File: config.mk
export PLATFORM = sky130hd
export DESIGN_NAME = bvs_boot_select
export DESIGN_NICKNAME = d
export VERILOG_FILES = /design/src/inc/bvs_pkg.sv /design/src/rtl/bvs_boot_select.sv
export SDC_FILE = /design/constraint.sdc
export NUM_CORES = 1
export LEC_CHECK = 0
export BUFFER_PORTS_ARGS = -buffer_cell sky130_fd_sc_hd__buf_2
export CORE_MARGIN = 5
export CORE_UTILIZATION = 34
export DETAILED_ROUTE_END_ITERATION = 6
export GPL_ROUTABILITY_DRIVEN = 1
export PLACE_DENSITY = 0.74
export SYNTH_ARGS = -nofsm -noshare
export SYNTH_HDL_FRONTEND = slang
export SYNTH_SLANG_ARGS = --single-unit
File: constraint.sdc
create_clock -name i_clk -period 1 [get_ports i_clk]
set_clock_uncertainty 0.1 [all_clocks]
set_input_delay 0.25 -clock i_clk [delete_from_list [all_inputs] [get_ports i_clk]]
set_output_delay 0.25 -clock i_clk [all_outputs]
set_load 0.05 [all_outputs]
File: src/inc/bvs_pkg.sv
package bvs_pkg;

  // ****************************************
  // Flash geometry
  // ****************************************
  localparam int unsigned BVS_ADDR_W = 16;
  localparam int unsigned BVS_PAGE_BYTES = 512;
  // Lock byte sits at the very top of the last page
  localparam logic [15:0] BVS_LOCK_ADDR = 16'hFFFF;
  // Signature byte sits directly below the lock byte
  localparam logic [15:0] BVS_SIG_ADDR = BVS_LOCK_ADDR - 16'h0001;

  // ****************************************
  // Signature and vectors
  // ****************************************
  localparam logic [7:0] BVS_SIG_MARK = 8'hA5;
  localparam logic [15:0] BVS_RESET_VEC = 16'h0000;
  // Loader entry defaults to the start of the last page
  localparam logic [15:0] BVS_LOADER_VEC = 16'hFE00;

  // ****************************************
  // Flash read request and answer
  // ****************************************
  typedef struct packed {
    logic rd;
    logic [15:0] addr;
  } bvs_flash_req_t;

  typedef struct packed {
    logic valid;
    logic [7:0] data;
  } bvs_flash_rsp_t;

  // ****************************************
  // Sequencer states
  // ****************************************
  typedef enum logic [3:0] {
    BVS_ST_HOLD = 4'h1,
    BVS_ST_READ = 4'h2,
    BVS_ST_WAIT = 4'h4,
    BVS_ST_RUN = 4'h8
  } bvs_state_t;

endpackage

File: src/rtl/bvs_boot_select.sv
`timescale 1ns/1ps
module bvs_boot_select
  import bvs_pkg::*;
#(
  parameter logic [15:0] P_LOADER_VEC = BVS_LOADER_VEC
)
(
  // Clock and any reset source, ORed upstream
  input wire logic i_clk,
  input wire logic i_sys_rst,
  // Flash read port
  output bvs_flash_req_t o_flash_req,
  input wire bvs_flash_rsp_t i_flash_rsp,
  // Core start control
  output logic o_core_run,
  output logic [15:0] o_start_vec,
  output logic o_loader_present
);

  // ****************************************
  // Sequencer
  // ****************************************
  bvs_state_t state_q, state_d;
  bvs_flash_req_t req_q, req_d;
  logic run_q, run_d;
  logic [15:0] vec_q, vec_d;
  logic pres_q, pres_d;

  // Next state; core stays held until the signature answer is in
  always_comb
  begin
    state_d = state_q;
    req_d = '0;
    run_d = run_q;
    vec_d = vec_q;
    pres_d = pres_q;
    unique case (state_q)
      BVS_ST_HOLD:
      begin
        // One idle cycle after release lets flash settle
        state_d = BVS_ST_READ;
      end
      BVS_ST_READ:
      begin
        req_d.rd = 1'b1;
        req_d.addr = BVS_SIG_ADDR;
        state_d = BVS_ST_WAIT;
      end
      BVS_ST_WAIT:
      begin
        if (i_flash_rsp.valid)
        begin
          // Exact match only; erased 0xFF falls to reset vector
          pres_d = (i_flash_rsp.data == BVS_SIG_MARK);
          vec_d = pres_d ? P_LOADER_VEC : BVS_RESET_VEC;
          run_d = 1'b1;
          state_d = BVS_ST_RUN;
        end
      end
      BVS_ST_RUN:
      begin
        state_d = BVS_ST_RUN;
      end
      default:
      begin
        state_d = BVS_ST_HOLD;
      end
    endcase
  end

  // Every reset restarts the read, so a changed byte takes effect
  always_ff @(posedge i_clk or posedge i_sys_rst)
  begin
    if (i_sys_rst)
    begin
      state_q <= BVS_ST_HOLD;
      req_q <= '0;
      run_q <= 1'b0;
      vec_q <= BVS_RESET_VEC;
      pres_q <= 1'b0;
    end
    else
    begin
      state_q <= state_d;
      req_q <= req_d;
      run_q <= run_d;
      vec_q <= vec_d;
      pres_q <= pres_d;
    end
  end

  // ****************************************
  // Output registers
  // ****************************************
  // Outputs straight from flops
  assign o_flash_req = req_q;
  assign o_core_run = run_q;
  assign o_start_vec = vec_q;
  assign o_loader_present = pres_q;

  // ****************************************
  // Check bookkeeping
  // ****************************************
  // Only the checks read these; synthesis may prune them
  logic [1:0] reads_q, reads_d;
  logic [3:0] waits_q, waits_d;

  // Strobes and wait cycles since reset; both saturate so a runaway stays visible
  always_comb
  begin
    reads_d = reads_q;
    waits_d = waits_q;
    if (req_q.rd && reads_q != 2'h3)
    begin
      reads_d = reads_q + 2'h1;
    end
    if (state_q == BVS_ST_WAIT && waits_q != 4'hF)
    begin
      waits_d = waits_q + 4'h1;
    end
  end

  // Cleared by every reset, in step with the sequencer
  always_ff @(posedge i_clk or posedge i_sys_rst)
  begin
    if (i_sys_rst)
    begin
      reads_q <= 2'h0;
      waits_q <= 4'h0;
    end
    else
    begin
      reads_q <= reads_d;
      waits_q <= waits_d;
    end
  end
endmodule

==> results of run 1 <==
-- flip-flops by register name, indices dropped and copies added, names as in the netlist --
register	flops
o_core_run	1
o_flash_req	1
o_start_vec	1
state_q	4
-- timing repair --
| item | 4_1_cts | 5_1_grt |
|---|---|---|
| gates cloned | 0 | 0 |
| endpoints found under the setup margin | 31 | 32 |
| hold endpoints to repair | 6 | 0 |
| hold buffers | 1 | 0 |
| pin swaps | 0 | 1 |
| setup buffers | 2 | 2 |
| resized for setup | 40 | 8 |
-- worst reg2reg max path, cell delays in order, from the launching register on --
cell     delay [ps]
dfstp_2         610
xor2_1          160
o21ai_1          80
o21a_1          160
-- worst max-delay path by stage --
stage	cells past startpoint	startpoint	endpoint	slack (ps)
6_report	1	o_flash_req[14]	o_flash_req[3]	-360
4_1_cts	1	o_flash_req[14]	o_flash_req[12]	-370
3_5_place_dp	3	state_q[0]	state_q[0]	-150
5_1_grt	1	o_flash_req[14]	o_flash_req[8]	-410
2_1_floorplan	1	o_flash_req[14]	o_flash_req[10]	-160
3_3_place_gp	3	state_q[0]	state_q[0]	-120
-- metal layers --
metal / part of all wire, % / GRT usage (%) / up-vias
li1: - / - / 201
met1: 29 / 8.734 / 191
met2: 54 / 17.36 / 34
met3: 17 / 7.849 / 2
met4: 0.39 / 2.128 / 0
met5: 0 / 0 / -
-- cell families (layout without fill, tap and decap cells) --
| kind of cell | Yosys count | count (layout) | share of synthesized area [%] |
|---|---|---|---|
| compound gates | 5 | 5 | 5.285 |
| simple gates | 12 | 12 | 16.08 |
| other cells | 1 | 10 | 0.6602 |
| xor+xnor | 1 | 1 | 1.542 |
| mux | 1 | 1 | 1.762 |
| flops | 7 | 7 | 31.06 |
| buf+inv | 34 | 48 | 43.61 |
-- stage by stage --
step                cells  TNS (ps)  hold WS, ps
floorplan              70     -3421       -47.29
global placement       91     -2010        93.25
detailed placement     91     -2249        88.55
CTS                    98     -9097        111.3
global route          100    -10500        130.8
finish                100     -9121        124.7
-- layout by cell type (no fill, tap or decap) --
cell           synthesis  routed
xor2_1                 1       1
nand3_2                1       1
nor4bb_1               2       2
dlygate4sd3_1          0       1
nor3_2                 0       1
o21a_1                 1       1
nor4b_4                0       2
mux2i_1                1       1
o21ai_1                1       1
conb_1                 1      10
clkbuf_4               0       3
a21oi_2                0       1
inv_1                  2       2
dfrtp_2                0       3
dfstp_2                1       1
buf_6                  0      11
dfrtp_1                6       1
nand2_1                2       2
nor2_4                 0       1
o21ai_0                1       1
nand2b_1               1       1
o21bai_1               1       1
buf_4                 32      20
clkbuf_1               0       1
dfrtp_4                0       2
buf_2                  0      10
nor2b_4                0       2
-- area by class of cell --
cell class	instances	area, µm²	share of cell area, %
clock buffer	4	26.28	3.261
sequential	7	187.7	23.29
timing repair buffer	42	334.1	41.46
multi-input combinational	29	230.2	28.57
inverter	2	7.507	0.9317
tap	16	20.02	2.484
==> impl_metrics.py, run 1 <==
metrics = {
    "min_path": {
        "min_from": "i_flash_rsp[8]",
        "holdPathEnd": "state_q[2]",
        "min_path_type": "input pin to flip-flop",
        "worstHoldPathCells": 2,
    },
    "finish": {
        "area_delta_synth_final_pct": 41.85,
        "drive_above_1_share_pct": 69.05,
        "final_util_pct": 52.27,
        "fin_area_um2": 805.8,
        "n_fill_cell": 137,
        "antenna_cells": 0,
        "fin_nets": 96,
    },
    "synthesis": {
        "ys_warn_count": 0,
        "yosysMostFrequentCell": "buf_4",
        "ys_ff_latch": 7,
        "ys.flop_type": "dfrtp_1",
        "synth_cells": 61,
        "yosysTopAreaCell": "buf_4",
        "async_reset_ff_share_pct": 100.0,
        "synthTopCellsByArea": "buf_4, dfrtp_1, dfstp_2",
        "netlist_area_um2": 568.0,
        "yosys.area.top_type_share_pct": 42.29,
        "post_synth.cell_area_avg_um2": 9.312,
        "synth_edf_count": 0,
        "ys_seq_area_share_pct": 31.06,
        "synth_cell_types": 22,
        "yosys-top-cells-count": "buf_4, dfrtp_1, inv_1, nand2_1, nor4bb_1",
    },
    "worst_setup_path": {
        "crit_slowest_cell": "dfrtp_4",
        "critical_path_class": "flip-flop to primary output",
        "r2r-start": "state_q[0]",
        "crit_buf_inv": 1,
        "reg2reg_slack_ps": -180,
        "worstReg2RegEnd": "state_q[0]",
        "reg2reg_depth": 3,
        "worstPathCellList": "buf_4",
        "worst_setup_path_start_kind": "flip-flop",
        "arrival_ps": 1010,
        "crit_required_ps": 650,
        "cp_max_fo": 16,
        "worst_setup_path_end_kind": "primary output",
        "crit_family": "flip-flops",
        "slowest_delay_ps": 540,
    },
    "global_route": {
        "track_usage_pct": 9.868,
        "grt_overflow": 0,
        "first_global_vias": 413,
        "grt_max_degree": 17,
        "antenna_found_initial": 0,
        "grt_pass1_wl_um": 1890,
    },
    "sta": {
        "setup_viol": 30,
        "slew_viol_final": 0,
        "period_needed_ps": 1364,
        "fmax_mhz": 733.1,
        "layout_setup_ws_ps": -364.1,
        "rsz0062_at_grt": "yes",
        "hold_viol": 0,
        "fin_crit_sh_pct": 136.4,
    },
    "clock_network": {
        "cts_tree": "built",
        "cts.clk_slew.worst_paths_ps": 60,
        "cts_max_path_buffers": 2,
        "cts_root_buf": "clkbuf_4",
        "cts_buffers": 3,
        "cts_sinks": 7,
        "h-tree-depth": 1,
        "clk_latency_ps": 260,
    },
    "place": {
        "dp_slack_ps": -149.0,
        "place_area_um2": 581.8,
        "gp_congestion": 0.6710,
        "io_buffers": 35,
    },
    "floorplanning": {
        "start_util_pct": 36.85,
        "dieArea_um2": 2588,
        "die_y_um": 50.88,
        "die_x_um": 50.88,
        "rows": 14,
        "io_pins": 46,
        "core_um2": 1541,
    },
    "route": {
        "drt_pass1_iterations": 2,
        "drc": 0,
        "avgViaCountPerCell": 4.280,
        "ant_nets": 0,
        "routed_wl_um": 1283,
        "wl_per_cell_um": 12.83,
        "vias": 428,
        "drt-initial-drc-count": 1,
    },
    "run_status": {
        "violations": "setup timing",
        "outcome": "finished, violations left",
    },
    "run": {
        "cap_viol_max_count": 0,
    },
}
Power of run 1 is left out: the tool's default activity adds up to more than one toggle a clock period on the data nets, which glitch-free logic cannot reach.
==> run 2: changes to the inputs <==
- CORE_UTILIZATION: 34 -> 37
- GPL_TIMING_DRIVEN: default -> 0
- PLACE_DENSITY: 0.74 -> 0.77
- clock period: 1 -> 1.4 ns (I/O delays scaled with it)
==> run 2 against run 1 <==
Against the previous run: the run still ends with setup timing left; global-route usage rose by 1.9 points; setup slack improved by 230 ps; critical endpoint is now o_start_vec[10]; sequential cell count did not move; core utilization rose by 24 points; non-clock buffer count rose by 30.
==> impl_metrics.py, run 2 (synthesis gave the netlist of run 1 again) <==
metrics = {
    "worst_setup_path": {
        "cp_max_fo": 4,
        "slowest_delay_ps": 410,
        "arrival_ps": 1090,
        "worst_setup_path_end_kind": "primary output",
        "crit_required_ps": 950,
        "critical_path_class": "flip-flop to primary output",
        "worstPathCellList": "buf_2 -> buf_4 -> buf_6",
        "worst_setup_path_start_kind": "flip-flop",
        "crit_slowest_cell": "dfrtp_2",
    },
    "run_status": {
        "violations": "setup timing",
        "outcome": "finished, violations left",
    },
    "place": {
        "io_buffers": 35,
        "gp_congestion": 0.7482,
        "dp_cells": 121,
        "dp_slack_ps": 62.93,
        "hpwl_um": 899.2,
    },
    "sta": {
        "fin_crit_sh_pct": 109.7,
        "fmax_mhz": 651.0,
        "setup_viol": 22,
        "slew_viol_final": 0,
        "layout_setup_ws_ps": -136.0,
        "period_needed_ps": 1536,
        "rsz0062_at_grt": "yes",
        "hold_viol": 0,
    },
    "route": {
        "drc": 0,
        "drt_pass1_iterations": 2,
        "wl_per_cell_um": 10.59,
        "vias": 520,
        "avgViaCountPerCell": 4.000,
        "ant_nets": 0,
        "drt-initial-drc-count": 1,
        "routed_wl_um": 1377,
    },
    "finish": {
        "top_register": "state_q",
        "area_delta_synth_final_pct": 99.34,
        "antenna_cells": 0,
        "final_util_pct": 76.05,
        "regArea_um2": 178.9,
        "multi_input_area_um2": 177.7,
        "final_cell_mix": "buf_6, buf_4, buf_8",
        "fin_nets": 126,
        "n_fill_cell": 104,
        "largest_register_ffs": 4,
        "drive_above_1_share_pct": 70.18,
        "layout_commonest_cell": "buf_6",
        "final_cells": 130,
    },
    "global_route": {
        "track_usage_pct": 11.73,
        "grt_pass1_wl_um": 2214,
        "antenna_found_initial": 0,
        "grt_max_degree": 10,
        "grt_overflow": 0,
        "first_global_vias": 476,
    },
    "floorplanning": {
        "dieArea_um2": 2419,
        "die_x_um": 49.18,
        "die_y_um": 49.18,
        "io_pins": 46,
        "rows": 14,
        "start_util_pct": 38.15,
        "core_um2": 1489,
    },
    "clock_network": {
        "cts_buffers": 3,
        "cts_sinks": 7,
        "cts.clk_slew.worst_paths_ps": 50,
        "cts_max_path_buffers": 2,
        "cts_root_buf": "clkbuf_4",
        "h-tree-depth": 1,
        "cts_tree": "built",
        "clk_latency_ps": 250,
    },
    "min_path": {
        "min_path_type": "input pin to flip-flop",
    },
    "run": {
        "cap_viol_max_count": 0,
    },
}
[run 2: changes by cell type in the layout (fill, tap and decap cells not counted), sizes merged]
| cell | delta |
|---|---|
| buf | +30 |
[run 2: area by class of cell]
cell class	instances	share of cell area (%)
multi-input cells	29	15.69
repair buffers	40	37.57
inverters	2	0.6630
clock buffers	4	2.320
flip-flops and latches	7	15.80
plain buffers	32	26.19
well taps	16	1.768
[run 2: metrics by stage]
stage	setup TNS [ps]	area (µm²)	hold WS [ps]
4_1_cts	-2523	1120	205.6
3_3_place_gp	0	799.5	183.0
2_1_floorplan	0	604.3	52.53
6_report	-2692	1132	213.8
5_1_grt	-3630	1132	212.4
3_5_place_dp	0	799.5	190.1
[run 2: what timing repair did]
| action | 4_1_cts | 5_1_grt |
|---|---|---|
| buffers inserted | 2 | 2 |
| hold endpoints to repair | 6 | 0 |
| resized for setup | 77 | 1 |
| hold buffers | 1 | 0 |
| setup endpoints to repair | 24 | 24 |
[run 2: layer usage]
| metal | GRT usage, % | share of wire, % | vias to the layer above |
|---|---|---|---|
| met2 | 17.60 | 47 | 32 |
| met4 | 6.726 | 1.2 | 0 |
| met5 | 0 | 0 | - |
| met1 | 14.74 | 39 | 226 |
| li1 | - | - | 260 |
| met3 | 3.364 | 12 | 2 |
[run 2: final timing paths]
path,start,to,slack (ps),depth (start not counted)
max in group asynchronous,i_sys_rst,state_q[0],470,3
hold reg to reg,o_core_run,o_core_run,390,1
min in group asynchronous,i_sys_rst,state_q[3],460,3
hold / removal,i_flash_rsp[8],state_q[2],210,2
setup reg to reg,state_q[0],state_q[0],250,3
setup / recovery,o_start_vec[14],o_start_vec[10],-140,3
[run 2: worst max-delay path, delay by kind of cell (launching register included)]
| family | cells | cell delay [ps] |
|---|---|---|
| buffers and inverters | 3 | 420 |
| flip-flops | 1 | 410 |
Power of run 2 is left out for the same reason.
==> run 3: changes to the inputs <==
- PLACE_DENSITY: 0.77 -> 0.79
==> run 3 against run 2 <==
Against the previous run: the flow still finishes with violations (setup timing); highest routed layer unchanged; clock-buffer cell count unchanged; core utilization decreased by 0.42 points; fmax increased by 0.64%; setup slack improved by 9.7 ps; critical path depth unchanged; largest cell class unchanged.
==> impl_metrics.py, run 3 (synthesis gave the netlist of run 1 again) <==
metrics = {
    "route": {
        "wl_per_cell_um": 10.77,
        "drt_pass1_iterations": 4,
        "routed_wl_um": 1379,
        "vias": 516,
        "ant_nets": 0,
        "drc": 0,
        "drt-initial-drc-count": 2,
        "avgViaCountPerCell": 4.031,
    },
    "worst_setup_path": {
        "reg2reg_depth": 3,
        "worst_setup_path_start_kind": "flip-flop",
        "arrival_ps": 1080,
        "critical_path_class": "flip-flop to primary output",
        "reg2reg_slack_ps": 250,
        "startpoint": "o_flash_req[14]",
        "cp_max_fo": 8,
        "r2r-start": "state_q[0]",
        "worstReg2RegEnd": "state_q[0]",
        "crit_required_ps": 950,
        "worst_setup_path_end_kind": "primary output",
    },
    "clock_network": {
        "cts_sinks": 7,
        "cts_root_buf": "clkbuf_4",
        "cts_max_path_buffers": 2,
        "cts_buffers": 3,
        "cts.clk_slew.worst_paths_ps": 50,
        "cts_tree": "built",
        "clk_latency_ps": 250,
        "h-tree-depth": 1,
    },
    "floorplanning": {
        "io_pins": 46,
        "rows": 14,
        "die_y_um": 49.18,
        "start_util_pct": 38.15,
        "dieArea_um2": 2419,
        "core_um2": 1489,
        "die_x_um": 49.18,
    },
    "finish": {
        "drive_above_1_share_pct": 69.64,
        "n_fill_cell": 93,
        "multi_input_area_um2": 177.7,
        "fin_nets": 124,
        "largest_register_ffs": 4,
        "regArea_um2": 178.9,
        "final_cell_mix": "buf_6, buf_4, buf_8",
        "antenna_cells": 0,
        "area_delta_synth_final_pct": 98.24,
        "top_register": "state_q",
        "final_cells": 128,
        "layout_commonest_cell": "buf_6",
    },
    "global_route": {
        "grt_max_degree": 10,
        "antenna_found_initial": 0,
        "first_global_vias": 522,
        "track_usage_pct": 12.96,
        "grt_overflow": 0,
        "grt_pass1_wl_um": 2484,
    },
    "sta": {
        "rsz0062_at_grt": "yes",
        "period_needed_ps": 1526,
        "setup_viol": 23,
        "fmax_mhz": 655.2,
        "layout_setup_ws_ps": -126.3,
        "fin_crit_sh_pct": 109.0,
        "hold_viol": 0,
        "slew_viol_final": 0,
    },
    "min_path": {
        "worstHoldPathCells": 2,
        "min_path_type": "input pin to flip-flop",
        "holdPathEnd": "state_q[2]",
        "min_from": "i_flash_rsp[8]",
    },
    "place": {
        "hpwl_um": 917.2,
        "dp_cells": 121,
        "gp_congestion": 0.7651,
        "io_buffers": 35,
    },
    "run_status": {
        "violations": "setup timing",
        "outcome": "finished, violations left",
    },
    "run": {
        "cap_viol_max_count": 0,
    },
}
-- run 3: cell count changes in the layout (fill, tap and decap cells not counted) --
cell,before,now
buf_6,23,24
buf_4,19,17
clkbuf_4,3,4
buf_2,13,11
-- run 3: cell type report --
type,instances,share of cell area (%)
inverters,2,0.6667
plain buffers,32,26.33
multi-input cells,29,15.78
clock buffers,4,2.333
flip-flops and latches,7,15.89
well taps,16,1.778
repair buffers,38,37.22
-- run 3: worst max path at each step --
| stage | depth (start not counted) | slack, ps | to |
|---|---|---|---|
| final | 3 | -130 | o_flash_req[3] |
| after global routing | 3 | -170 | o_flash_req[3] |
| after CTS | 3 | -130 | o_flash_req[3] |
| after detailed placement | 2 | 60 | o_flash_req[9] |
| after global placement | 2 | 90 | o_flash_req[7] |
| after floorplan | 1 | 60 | o_flash_req[10] |
-- run 3: metal layers --
| layer | part of all wire, % | global-route usage, % | up-vias |
|---|---|---|---|
| met5 | 0 | 0 | - |
| met3 | 13 | 5.505 | 2 |
| met1 | 37 | 14.66 | 220 |
| met2 | 48 | 21.67 | 34 |
| li1 | - | - | 260 |
| met4 | 1.1 | 4.036 | 0 |
-- run 3: timing repair --
item / CTS / global route
hold buffers: 1 / 0
gates resized for setup: 77 / 2
pin swaps: 0 / 0
setup buffers: 2 / 0
gates cloned: 0 / 0
endpoints found under the setup margin: 24 / 24
hold endpoints to repair: 6 / 0
-- run 3: worst max-delay path, stage by stage, from the launching register on --
cell,delay (ps)
dfrtp_2,420
buf_6,150
buf_6,120
buf_8,140
-- run 3: stage by stage --
step	cell area (µm²)	utilization [%]	setup TNS (ps)	hold slack [ps]	worst slack, ps
CTS	1120	75.21	-2344	225.5	-128.2
finish	1126	75.63	-2267	230.3	-126.3
detailed placement	799.5	53.70	0	191.7	63.76
floorplan	604.3	-	0	52.53	64.00
global route	1126	75.63	-3373	231.6	-172.1
global placement	799.5	53.70	0	182.0	91.38
Power of run 3 is left out for the same reason.
